$ cat config.mk
export PLATFORM = sky130hd
export DESIGN_NAME = hid_inrush_detector
export DESIGN_NICKNAME = d
export VERILOG_FILES = /design/src/hid_pkg.sv /design/src/hid_inrush_detector.sv
export SDC_FILE = /design/constraint.sdc
export NUM_CORES = 2
export LEC_CHECK = 0
export BUFFER_PORTS_ARGS = -buffer_cell sky130_fd_sc_hd__buf_2
export CORE_MARGIN = 5
export CORE_UTILIZATION = 53
export CTS_BUF_LIST = sky130_fd_sc_hd__clkbuf_2
export CTS_CLUSTER_SIZE = 16
export DETAILED_ROUTE_END_ITERATION = 10
export PLACE_DENSITY_LB_ADDON = 0.08
export SYNTH_ARGS = -nofsm -noshare
export SYNTH_HDL_FRONTEND = slang
export SYNTH_SLANG_ARGS = --single-unit
$ cat constraint.sdc
create_clock -name hclk -period 8.06 [get_ports hclk]
set_input_delay 0 -clock hclk [delete_from_list [all_inputs] [get_ports hclk]]
set_output_delay 0 -clock hclk [all_outputs]
set_load 0.005 [all_outputs]
$ cat src/hid_pkg.sv
// Package for the harmonic inrush detector: register map, field layouts,
// reset values and the measurement carrier type.
// Assumes 32-bit AHB-Lite data and 16-bit magnitude words.
package hid_pkg;
  localparam int HID_MAG_W = 16;
  localparam int HID_NPH = 3;
  // Register byte offsets
  localparam logic [7:0] HID_OFS_CTRL = 8'h00;
  localparam logic [7:0] HID_OFS_RATIO = 8'h04;
  localparam logic [7:0] HID_OFS_SENS = 8'h08;
  localparam logic [7:0] HID_OFS_NOMINAL = 8'h0C;
  localparam logic [7:0] HID_OFS_FLAGS = 8'h10;
  localparam logic [7:0] HID_OFS_IRQ_STATUS = 8'h14;
  localparam logic [7:0] HID_OFS_IRQ_ENABLE = 8'h18;
  localparam logic [7:0] HID_OFS_IRQ_CLEAR = 8'h1C;
  // Field positions
  localparam int HID_CTRL_EN_BIT = 0;
  localparam int HID_FLAG_ANY_BIT = 3;
  localparam int HID_FLAG_BLK_BIT = 4;
  localparam int HID_IRQ_ON_BIT = 0;
  localparam int HID_IRQ_OFF_BIT = 1;
  // Threshold ranges and reset values
  localparam logic [6:0] HID_RATIO_MIN = 7'h05;
  localparam logic [6:0] HID_RATIO_MAX = 7'h32;
  localparam logic [6:0] HID_RATIO_RST = 7'h0F;
  localparam logic [6:0] HID_SENS_MIN = 7'h14;
  localparam logic [6:0] HID_SENS_MAX = 7'h64;
  localparam logic [6:0] HID_SENS_RST = 7'h1E;
  localparam logic [6:0] HID_PCT_SCALE = 7'h64;
  localparam logic [HID_MAG_W-1:0] HID_NOMINAL_RST = 16'h1000;
  // AHB transfer type
  localparam logic [1:0] HID_HTRANS_NONSEQ = 2'h2;
  // One phase's magnitudes from the Fourier stage
  typedef struct packed {
    logic [HID_MAG_W-1:0] fund;
    logic [HID_MAG_W-1:0] harm2;
  } hid_meas_t;
  // General flag change event
  typedef struct packed {
    logic pulse;
    logic value;
  } hid_event_t;
endpackage : hid_pkg

$ cat src/hid_inrush_detector.sv
// Harmonic inrush detector: per-phase second-harmonic restraint decision,
// general flag, on/off event, AHB-Lite register slave and interrupt.
// Assumes measurements and blocking input come from logic on hclk.
//
// Summary of operation
// - Per phase, compare second harmonic to fundamental as percent; threshold 5..50, default 15.
// - Phase flags inrush only while fundamental exceeds sensitivity 20..100, default 30.
// - Sensitivity is a percentage of the CT nominal current, not the signal.
// - While blocking input is high, all inrush indications are suppressed.
// - One separate inrush flag per phase, reflecting only that phase.
// - General flag is high whenever any phase flag is high.
// - Event carries on when general flag rises, off when it falls.
// - Phases evaluated independently with shared threshold settings.
//
// The register offsets and register access over AHB-Lite were left to the implementer.
`timescale 1ns/1ns
module hid_inrush_detector
  import hid_pkg::*;
(
  // Clock and reset
  input wire logic hclk,
  input wire logic hresetn,
  // AHB-Lite slave
  input wire logic hsel,
  input wire logic [31:0] haddr,
  input wire logic [1:0] htrans,
  input wire logic hwrite,
  input wire logic [2:0] hsize,
  input wire logic [31:0] hwdata,
  input wire logic hready,
  output logic hreadyout,
  output logic hresp,
  output logic [31:0] hrdata,
  // Measurements from the Fourier stage
  input wire hid_meas_t [HID_NPH-1:0] phase_meas,
  input wire logic meas_valid,
  // Blocking input
  input wire logic inrush_block_in,
  // Detection outputs
  output logic inrush_phase_a,
  output logic inrush_phase_b,
  output logic inrush_phase_c,
  output logic inrush_any_phase,
  output hid_event_t harmonic_restraint_event,
  // Interrupt
  output logic irq
);

  // Register state
  logic en_ff;
  logic [6:0] second_harmonic_ratio_threshold_ff;
  logic [6:0] fundamental_sensitivity_threshold_ff;
  logic [HID_MAG_W-1:0] nominal_ff;
  logic [1:0] irq_status_ff;
  logic [1:0] irq_enable_ff;
  logic irq_ff;

  // Bus state
  logic wr_pend_ff;
  logic [7:0] wr_addr_ff;
  logic [31:0] hrdata_ff;
  logic hreadyout_ff;
  logic hresp_ff;

  // Detection state
  logic [HID_NPH-1:0] phase_ff;
  logic any_ff;
  hid_event_t event_ff;

  // Address phase decode
  wire addr_phase = hsel && hready && (htrans == HID_HTRANS_NONSEQ);
  wire rd_take = addr_phase && !hwrite;
  wire wr_take = addr_phase && hwrite;
  wire [7:0] a_ofs = haddr[7:0];
  wire a_hi_zero = (haddr[31:8] == 24'h000000);

  // Data phase write strobes
  wire wr_ctrl = wr_pend_ff && (wr_addr_ff == HID_OFS_CTRL);
  wire wr_ratio = wr_pend_ff && (wr_addr_ff == HID_OFS_RATIO);
  wire wr_sens = wr_pend_ff && (wr_addr_ff == HID_OFS_SENS);
  wire wr_nom = wr_pend_ff && (wr_addr_ff == HID_OFS_NOMINAL);
  wire wr_ien = wr_pend_ff && (wr_addr_ff == HID_OFS_IRQ_ENABLE);
  wire wr_iclr = wr_pend_ff && (wr_addr_ff == HID_OFS_IRQ_CLEAR);

  // Threshold writes clamp to the settable range
  wire [6:0] wd7 = hwdata[6:0];
  wire wd7_ovf = (hwdata[31:7] != 25'h0);
  wire [6:0] ratio_wr =
    (wd7_ovf || wd7 > HID_RATIO_MAX) ? HID_RATIO_MAX :
    (wd7 < HID_RATIO_MIN) ? HID_RATIO_MIN : wd7;
  wire [6:0] sens_wr =
    (wd7_ovf || wd7 > HID_SENS_MAX) ? HID_SENS_MAX :
    (wd7 < HID_SENS_MIN) ? HID_SENS_MIN : wd7;

  // Sensitivity level from CT nominal, scaled by 100 on both sides
  wire [22:0] sens_level = 23'(fundamental_sensitivity_threshold_ff) * 23'(nominal_ff);

  // Per-phase decision, shared thresholds
  wire [HID_NPH-1:0] det;
  genvar gi;
  generate
    for (gi = 0; gi < HID_NPH; gi++) begin : g_phase
      wire [22:0] harm_x100 = 23'(phase_meas[gi].harm2) * 23'(HID_PCT_SCALE);
      wire [22:0] fund_xr =
        23'(phase_meas[gi].fund) * 23'(second_harmonic_ratio_threshold_ff);
      wire [22:0] fund_x100 = 23'(phase_meas[gi].fund) * 23'(HID_PCT_SCALE);
      wire ratio_hit = harm_x100 > fund_xr;
      wire level_ok = fund_x100 > sens_level;
      assign det[gi] = ratio_hit && level_ok;
    end
  endgenerate

  // Flag next state
  wire suppress = inrush_block_in || !en_ff;
  wire [HID_NPH-1:0] nxt_phase =
    suppress ? {HID_NPH{1'b0}} :
    meas_valid ? det : phase_ff;
  wire nxt_any = |nxt_phase;
  wire any_rise = nxt_any && !any_ff;
  wire any_fall = !nxt_any && any_ff;

  // Interrupt status: set wins over clear
  wire [1:0] irq_set;
  assign irq_set[HID_IRQ_ON_BIT] = any_rise;
  assign irq_set[HID_IRQ_OFF_BIT] = any_fall;
  wire [1:0] irq_clr = wr_iclr ? hwdata[1:0] : 2'b00;
  wire [1:0] nxt_irq_status = irq_set | (irq_status_ff & ~irq_clr);
  wire nxt_irq = |(nxt_irq_status & irq_enable_ff);

  // Read select; unmapped offsets and the clear register read zero
  wire rs_ctrl = a_hi_zero && (a_ofs == HID_OFS_CTRL);
  wire rs_ratio = a_hi_zero && (a_ofs == HID_OFS_RATIO);
  wire rs_sens = a_hi_zero && (a_ofs == HID_OFS_SENS);
  wire rs_nom = a_hi_zero && (a_ofs == HID_OFS_NOMINAL);
  wire rs_flags = a_hi_zero && (a_ofs == HID_OFS_FLAGS);
  wire rs_istat = a_hi_zero && (a_ofs == HID_OFS_IRQ_STATUS);
  wire rs_ien = a_hi_zero && (a_ofs == HID_OFS_IRQ_ENABLE);

  // Read words
  wire [31:0] ctrl_word = 32'(en_ff) << HID_CTRL_EN_BIT;
  wire [31:0] flags_word = 32'(phase_ff) | (32'(any_ff) << HID_FLAG_ANY_BIT) |
    (32'(inrush_block_in) << HID_FLAG_BLK_BIT);
  wire [31:0] rd_mux =
    rs_ctrl ? ctrl_word :
    rs_ratio ? {25'h0, second_harmonic_ratio_threshold_ff} :
    rs_sens ? {25'h0, fundamental_sensitivity_threshold_ff} :
    rs_nom ? {16'h0, nominal_ff} :
    rs_flags ? flags_word :
    rs_istat ? {30'h0, irq_status_ff} :
    rs_ien ? {30'h0, irq_enable_ff} :
    32'h00000000;
  wire [31:0] nxt_hrdata = rd_take ? rd_mux : 32'h00000000;

  // Write pending for the data phase of an accepted write
  always_ff @(posedge hclk or negedge hresetn) begin
    if (!hresetn) begin
      wr_pend_ff <= 1'b0;
    end else begin
      wr_pend_ff <= wr_take && a_hi_zero;
    end
  end

  // Offset of the pending write
  always_ff @(posedge hclk or negedge hresetn) begin
    if (!hresetn) begin
      wr_addr_ff <= 8'h00;
    end else begin
      wr_addr_ff <= a_ofs;
    end
  end

  // Read data stands for the data phase only
  always_ff @(posedge hclk or negedge hresetn) begin
    if (!hresetn) begin
      hrdata_ff <= 32'h00000000;
    end else begin
      hrdata_ff <= nxt_hrdata;
    end
  end

  // Zero wait states; low only while in reset
  always_ff @(posedge hclk or negedge hresetn) begin
    if (!hresetn) begin
      hreadyout_ff <= 1'b0;
    end else begin
      hreadyout_ff <= 1'b1;
    end
  end

  // Response is always OKAY
  always_ff @(posedge hclk or negedge hresetn) begin
    if (!hresetn) begin
      hresp_ff <= 1'b0;
    end else begin
      hresp_ff <= 1'b0;
    end
  end

  // Write data fields
  wire en_wd = hwdata[HID_CTRL_EN_BIT];
  wire [HID_MAG_W-1:0] nom_wd = hwdata[HID_MAG_W-1:0];
  wire [1:0] ien_wd = hwdata[1:0];

  // Operation enable, off after reset
  always_ff @(posedge hclk or negedge hresetn) begin
    if (!hresetn) begin
      en_ff <= 1'b0;
    end else if (wr_ctrl) begin
      en_ff <= en_wd;
    end
  end

  // Ratio setting, clamped on write
  always_ff @(posedge hclk or negedge hresetn) begin
    if (!hresetn) begin
      second_harmonic_ratio_threshold_ff <= HID_RATIO_RST;
    end else if (wr_ratio) begin
      second_harmonic_ratio_threshold_ff <= ratio_wr;
    end
  end

  // Sensitivity setting, clamped on write
  always_ff @(posedge hclk or negedge hresetn) begin
    if (!hresetn) begin
      fundamental_sensitivity_threshold_ff <= HID_SENS_RST;
    end else if (wr_sens) begin
      fundamental_sensitivity_threshold_ff <= sens_wr;
    end
  end

  // CT nominal in magnitude units
  always_ff @(posedge hclk or negedge hresetn) begin
    if (!hresetn) begin
      nominal_ff <= HID_NOMINAL_RST;
    end else if (wr_nom) begin
      nominal_ff <= nom_wd;
    end
  end

  // Interrupt enable
  always_ff @(posedge hclk or negedge hresetn) begin
    if (!hresetn) begin
      irq_enable_ff <= 2'b00;
    end else if (wr_ien) begin
      irq_enable_ff <= ien_wd;
    end
  end

  // Phase flags, cleared by blocking or disable
  always_ff @(posedge hclk or negedge hresetn) begin
    if (!hresetn) begin
      phase_ff <= {HID_NPH{1'b0}};
    end else begin
      phase_ff <= nxt_phase;
    end
  end

  // General flag
  always_ff @(posedge hclk or negedge hresetn) begin
    if (!hresetn) begin
      any_ff <= 1'b0;
    end else begin
      any_ff <= nxt_any;
    end
  end

  // Event: one-cycle pulse, value follows the general flag
  always_ff @(posedge hclk or negedge hresetn) begin
    if (!hresetn) begin
      event_ff <= '0;
    end else begin
      event_ff.pulse <= any_rise || any_fall;
      event_ff.value <= nxt_any;
    end
  end

  // Sticky interrupt status
  always_ff @(posedge hclk or negedge hresetn) begin
    if (!hresetn) begin
      irq_status_ff <= 2'b00;
    end else begin
      irq_status_ff <= nxt_irq_status;
    end
  end

  // Level interrupt
  always_ff @(posedge hclk or negedge hresetn) begin
    if (!hresetn) begin
      irq_ff <= 1'b0;
    end else begin
      irq_ff <= nxt_irq;
    end
  end

  // Outputs
  assign hreadyout = hreadyout_ff;
  assign hresp = hresp_ff;
  assign hrdata = hrdata_ff;
  assign inrush_phase_a = phase_ff[0];
  assign inrush_phase_b = phase_ff[1];
  assign inrush_phase_c = phase_ff[2];
  assign inrush_any_phase = any_ff;
  assign harmonic_restraint_event = event_ff;
  assign irq = irq_ff;

endmodule : hid_inrush_detector

==> results by group <==
Setup path
  • Arrival @ worst endpoint: 8410 ps
  • Kind of critical path: reg2reg
  • CP Capture Type: flop
  • Critical Path Max Stage Delay: 670 ps
  • Critical Path Start Type: flop
  • CP required: 8560 ps
  • Slowest cell on the critical path: dfstp_4
  • Worst Path Max Fanout: 7

Placement
  • Place WS: -53.0 ps
  • Placed Area: 30900 sq um
  • Final HPWL DP: 59.0 mm
  • Gpl congestion: roughly 0.9
  • PortBufs: 192
  • Placed Cells: around 4300

Clock network
  • Clk buf depth: 2
  • CTS tree: built
  • CTS clock-pin slew for the worst setup and hold paths: 250 ps
  • CTS sink count: 67
  • Htree depth: 3
  • Total CTS buffers: 9
  • Root Buffer: clkbuf_2
  • Clk_lat worst skew: 570 ps

Pwr
  • Power Density: 210 nW/um^2
  • Leakage power: approximately 0.017 uW
  • VDD IR max: 0.144 mV

Timing
  • Max frequency: around 130 MHz
  • Final hold vios: 0
  • Tmin final: 7910 ps
  • Final WS setup: 147 ps
  • Final setup violation count: 0
  • Slew Viols, Final: 0
  • Worst Tran Pin Value: approximately 1100 ps
  • Worst relative slew slack: 26.0%
  • Final worst-path cycle share: 98.2%
  • Clk_skew: 48.2 ps
  • RSZ-0062 raised after global routing: yes

Min path
  • Hold WC Path Type: in2reg

Final layout
  • Layout area overhead: 9.82%
  • Commonest non-fill, non-tap cells in the layout: 698 x inv_1, 594 x ha_1, 342 x fa_1
  • Most common cell after layout, fill and taps aside: inv_1
  • Nets: around 4800
  • Post-route insts no fill: 4365
  • Fillers: 4919
  • Fraction of layout cells with a size suffix above 1: 9.53%
  • Fin area: 31600 sq um

Yosys
  • Mux share of post-synthesis cell area: less than 1%
  • Synthesized area per cell: 8.46 sq um
  • Ys async rst share: 100%
  • Synth Flop Type: dfrtp_1
  • Synth warn: 0
  • Largest family of logic cells by synthesized area: adder cells
  • Dominant cells by area after synthesis: ha_1 26%, fa_1 24%, inv_1 9.1%
  • Simple-Gate Fraction of Synth Area: 17.3%
  • Area of the mapped netlist: 28800 sq um
  • Synth Area in Adders: about half
  • Synth Instances: 3404
  • Post-synth EDFFs: 0
  • Post-synth top area cell: ha_1
  • Synth Area in Compound Gates: 11.0%
  • Yosys reg bits: 67
  • Sequential area share after synthesis: 5.86%
  • Synth top area share: 25.9%
  • XOR/XNOR share of the synthesized area: 4.67%
  • Unique masters post-synth: 83

Floorplan
  • Top Ports: 213
  • Die area: between 50000 and 60000 sq um
  • Chip Height: 243 microns
  • Num rows: 85
  • Starting Density: 53.5%
  • CORE AREA: 53800 sq um
  • Die Wd: 243 microns

Run
  • Max Cap Violations: 0

Global route
  • GRT Total Usage: 23.4%
  • Initial antenna violation count: 7
  • Vias in the first global route: roughly 25000
  • Total grt overflow: 0
  • Pin count of the biggest net entering global routing: 68
  • First-pass GRT wire length: 118 mm

Route
  • Routed wire per std cell: 15.9 microns
  • Final WL: slightly below 70 mm
  • DR pass1 iterations: 5
  • ANT nets after route: 0
  • DRC: 0
  • Vias per cell: around 5.4
  • Total number of vias: 23600
  • DR iter-0 viols: 1011

Outcome
  • Status: complete, no violations
## stage by stage
step           TNS (ps)  hold WS [ps]  util, %  power [uW]
4_1_cts               0         0.746     58.3        6620
2_1_floorplan         0          -296        -        5020
5_1_grt            -136          53.6     58.8        7580
3_5_place_dp      -53.0           126     57.4        6330
3_3_place_gp          0           128     57.4        6120
6_report              0          57.4     58.8        6630
## Yosys cell counts, types with 22 or more instances
library cell	n
nor2b_1	31
nand2_1	243
inv_1	699
and3_1	22
a21oi_1	130
dfrtp_1	58
nand3_1	59
nand4_1	23
clkbuf_1	51
a21o_1	56
o21ai_0	97
xnor2_1	101
ha_1	597
or3_1	30
nor2_1	140
xor2_1	50
and2_1	298
nor3_1	53
fa_1	342
## worst paths after layout
kind,from,endpoint,slack [ps],depth (start not counted)
setup / recovery,fundamental_sensitivity_threshold_ff[2],irq,150,29
hold / removal,haddr[21],hrdata[5],60,7
setup reg to reg,fundamental_sensitivity_threshold_ff[2],irq,150,29
hold reg to reg,irq_status_ff[0],irq_status_ff[0],550,1
max in group asynchronous,hresetn,nominal_ff[4],7370,3
min in group asynchronous,hresetn,hrdata[4],130,3
## cell type report
cell class	instances	area [sq um]	area share, %
Timing Repair Buffer	298	1950	6.15
Multi-Input combinational cell	2582	24400	77.0
Antenna cell	7	17.5	0.0554
Tap cell	696	871	2.75
Clock inverter	7	83.8	0.265
Clock buffer	9	45.0	0.142
Sequential cell	67	1700	5.36
Inverter	699	2630	8.31
## registers in the layout, indices dropped and copies added (netlist names)
signal,count
irq,1
hreadyout,1
fundamental_sensitivity_threshold_ff,7
hrdata,16
en_ff,1
irq_status_ff,2
wr_pend_ff,1
harmonic_restraint_event,2
irq_enable_ff,2
second_harmonic_ratio_threshold_ff,7
nominal_ff,16
phase_ff,3
wr_addr_ff,8
## kinds of logic (layout without fill, tap and decap cells)
kind of cell / after synthesis / count (layout)
XOR/XNOR: 152 / 152
adder cells (fa/ha/maj): 944 / 944
multiplexers: 25 / 25
AND/OR/NAND/NOR: 967 / 967
other: 2 / 25
buffers and inverters: 771 / 1013
flip-flops: 67 / 67
AO/OA/AOI/OAI: 476 / 476
## report_power, final
group | internal [uW] | switching, uW | leakage, uW
combinational | 2760 | 3310 | 0.0165
clock | 76.9 | 142 | 0.0000751
sequential | 339 | 1.25 | 0.000841
total | 3180 | 3450 | 0.0174
## layer usage
| metal | global-route usage [%] | part of all wire (%) |
|---|---|---|
| met4 | 5.42 | 2.3 |
| met3 | 2.28 | 3.3 |
| met5 | 0 | 0.019 |
| met1 | 30.2 | 45 |
| met2 | 42.6 | 49 |
## timing repair
action | 4_1_cts | 5_1_grt
setup buffers | 3 | 9
hold buffers | 35 | 0
gates resized for setup | 2 | 31
pin swaps | 0 | 10
setup endpoints to repair | 1 | 4
hold endpoints to repair | 109 | 0
## worst max-delay path: cells and delay by family, from the launching register on
kind / cells / cell delay [ps]
simple gates: 7 / 1800
buf+inv: 4 / 310
fa+ha+maj: 7 / 2710
flops: 1 / 670
mux: 2 / 280
compound gates: 8 / 1600
xor+xnor: 1 / 460
No activity file was read; power rests on OpenSTA's default activity.
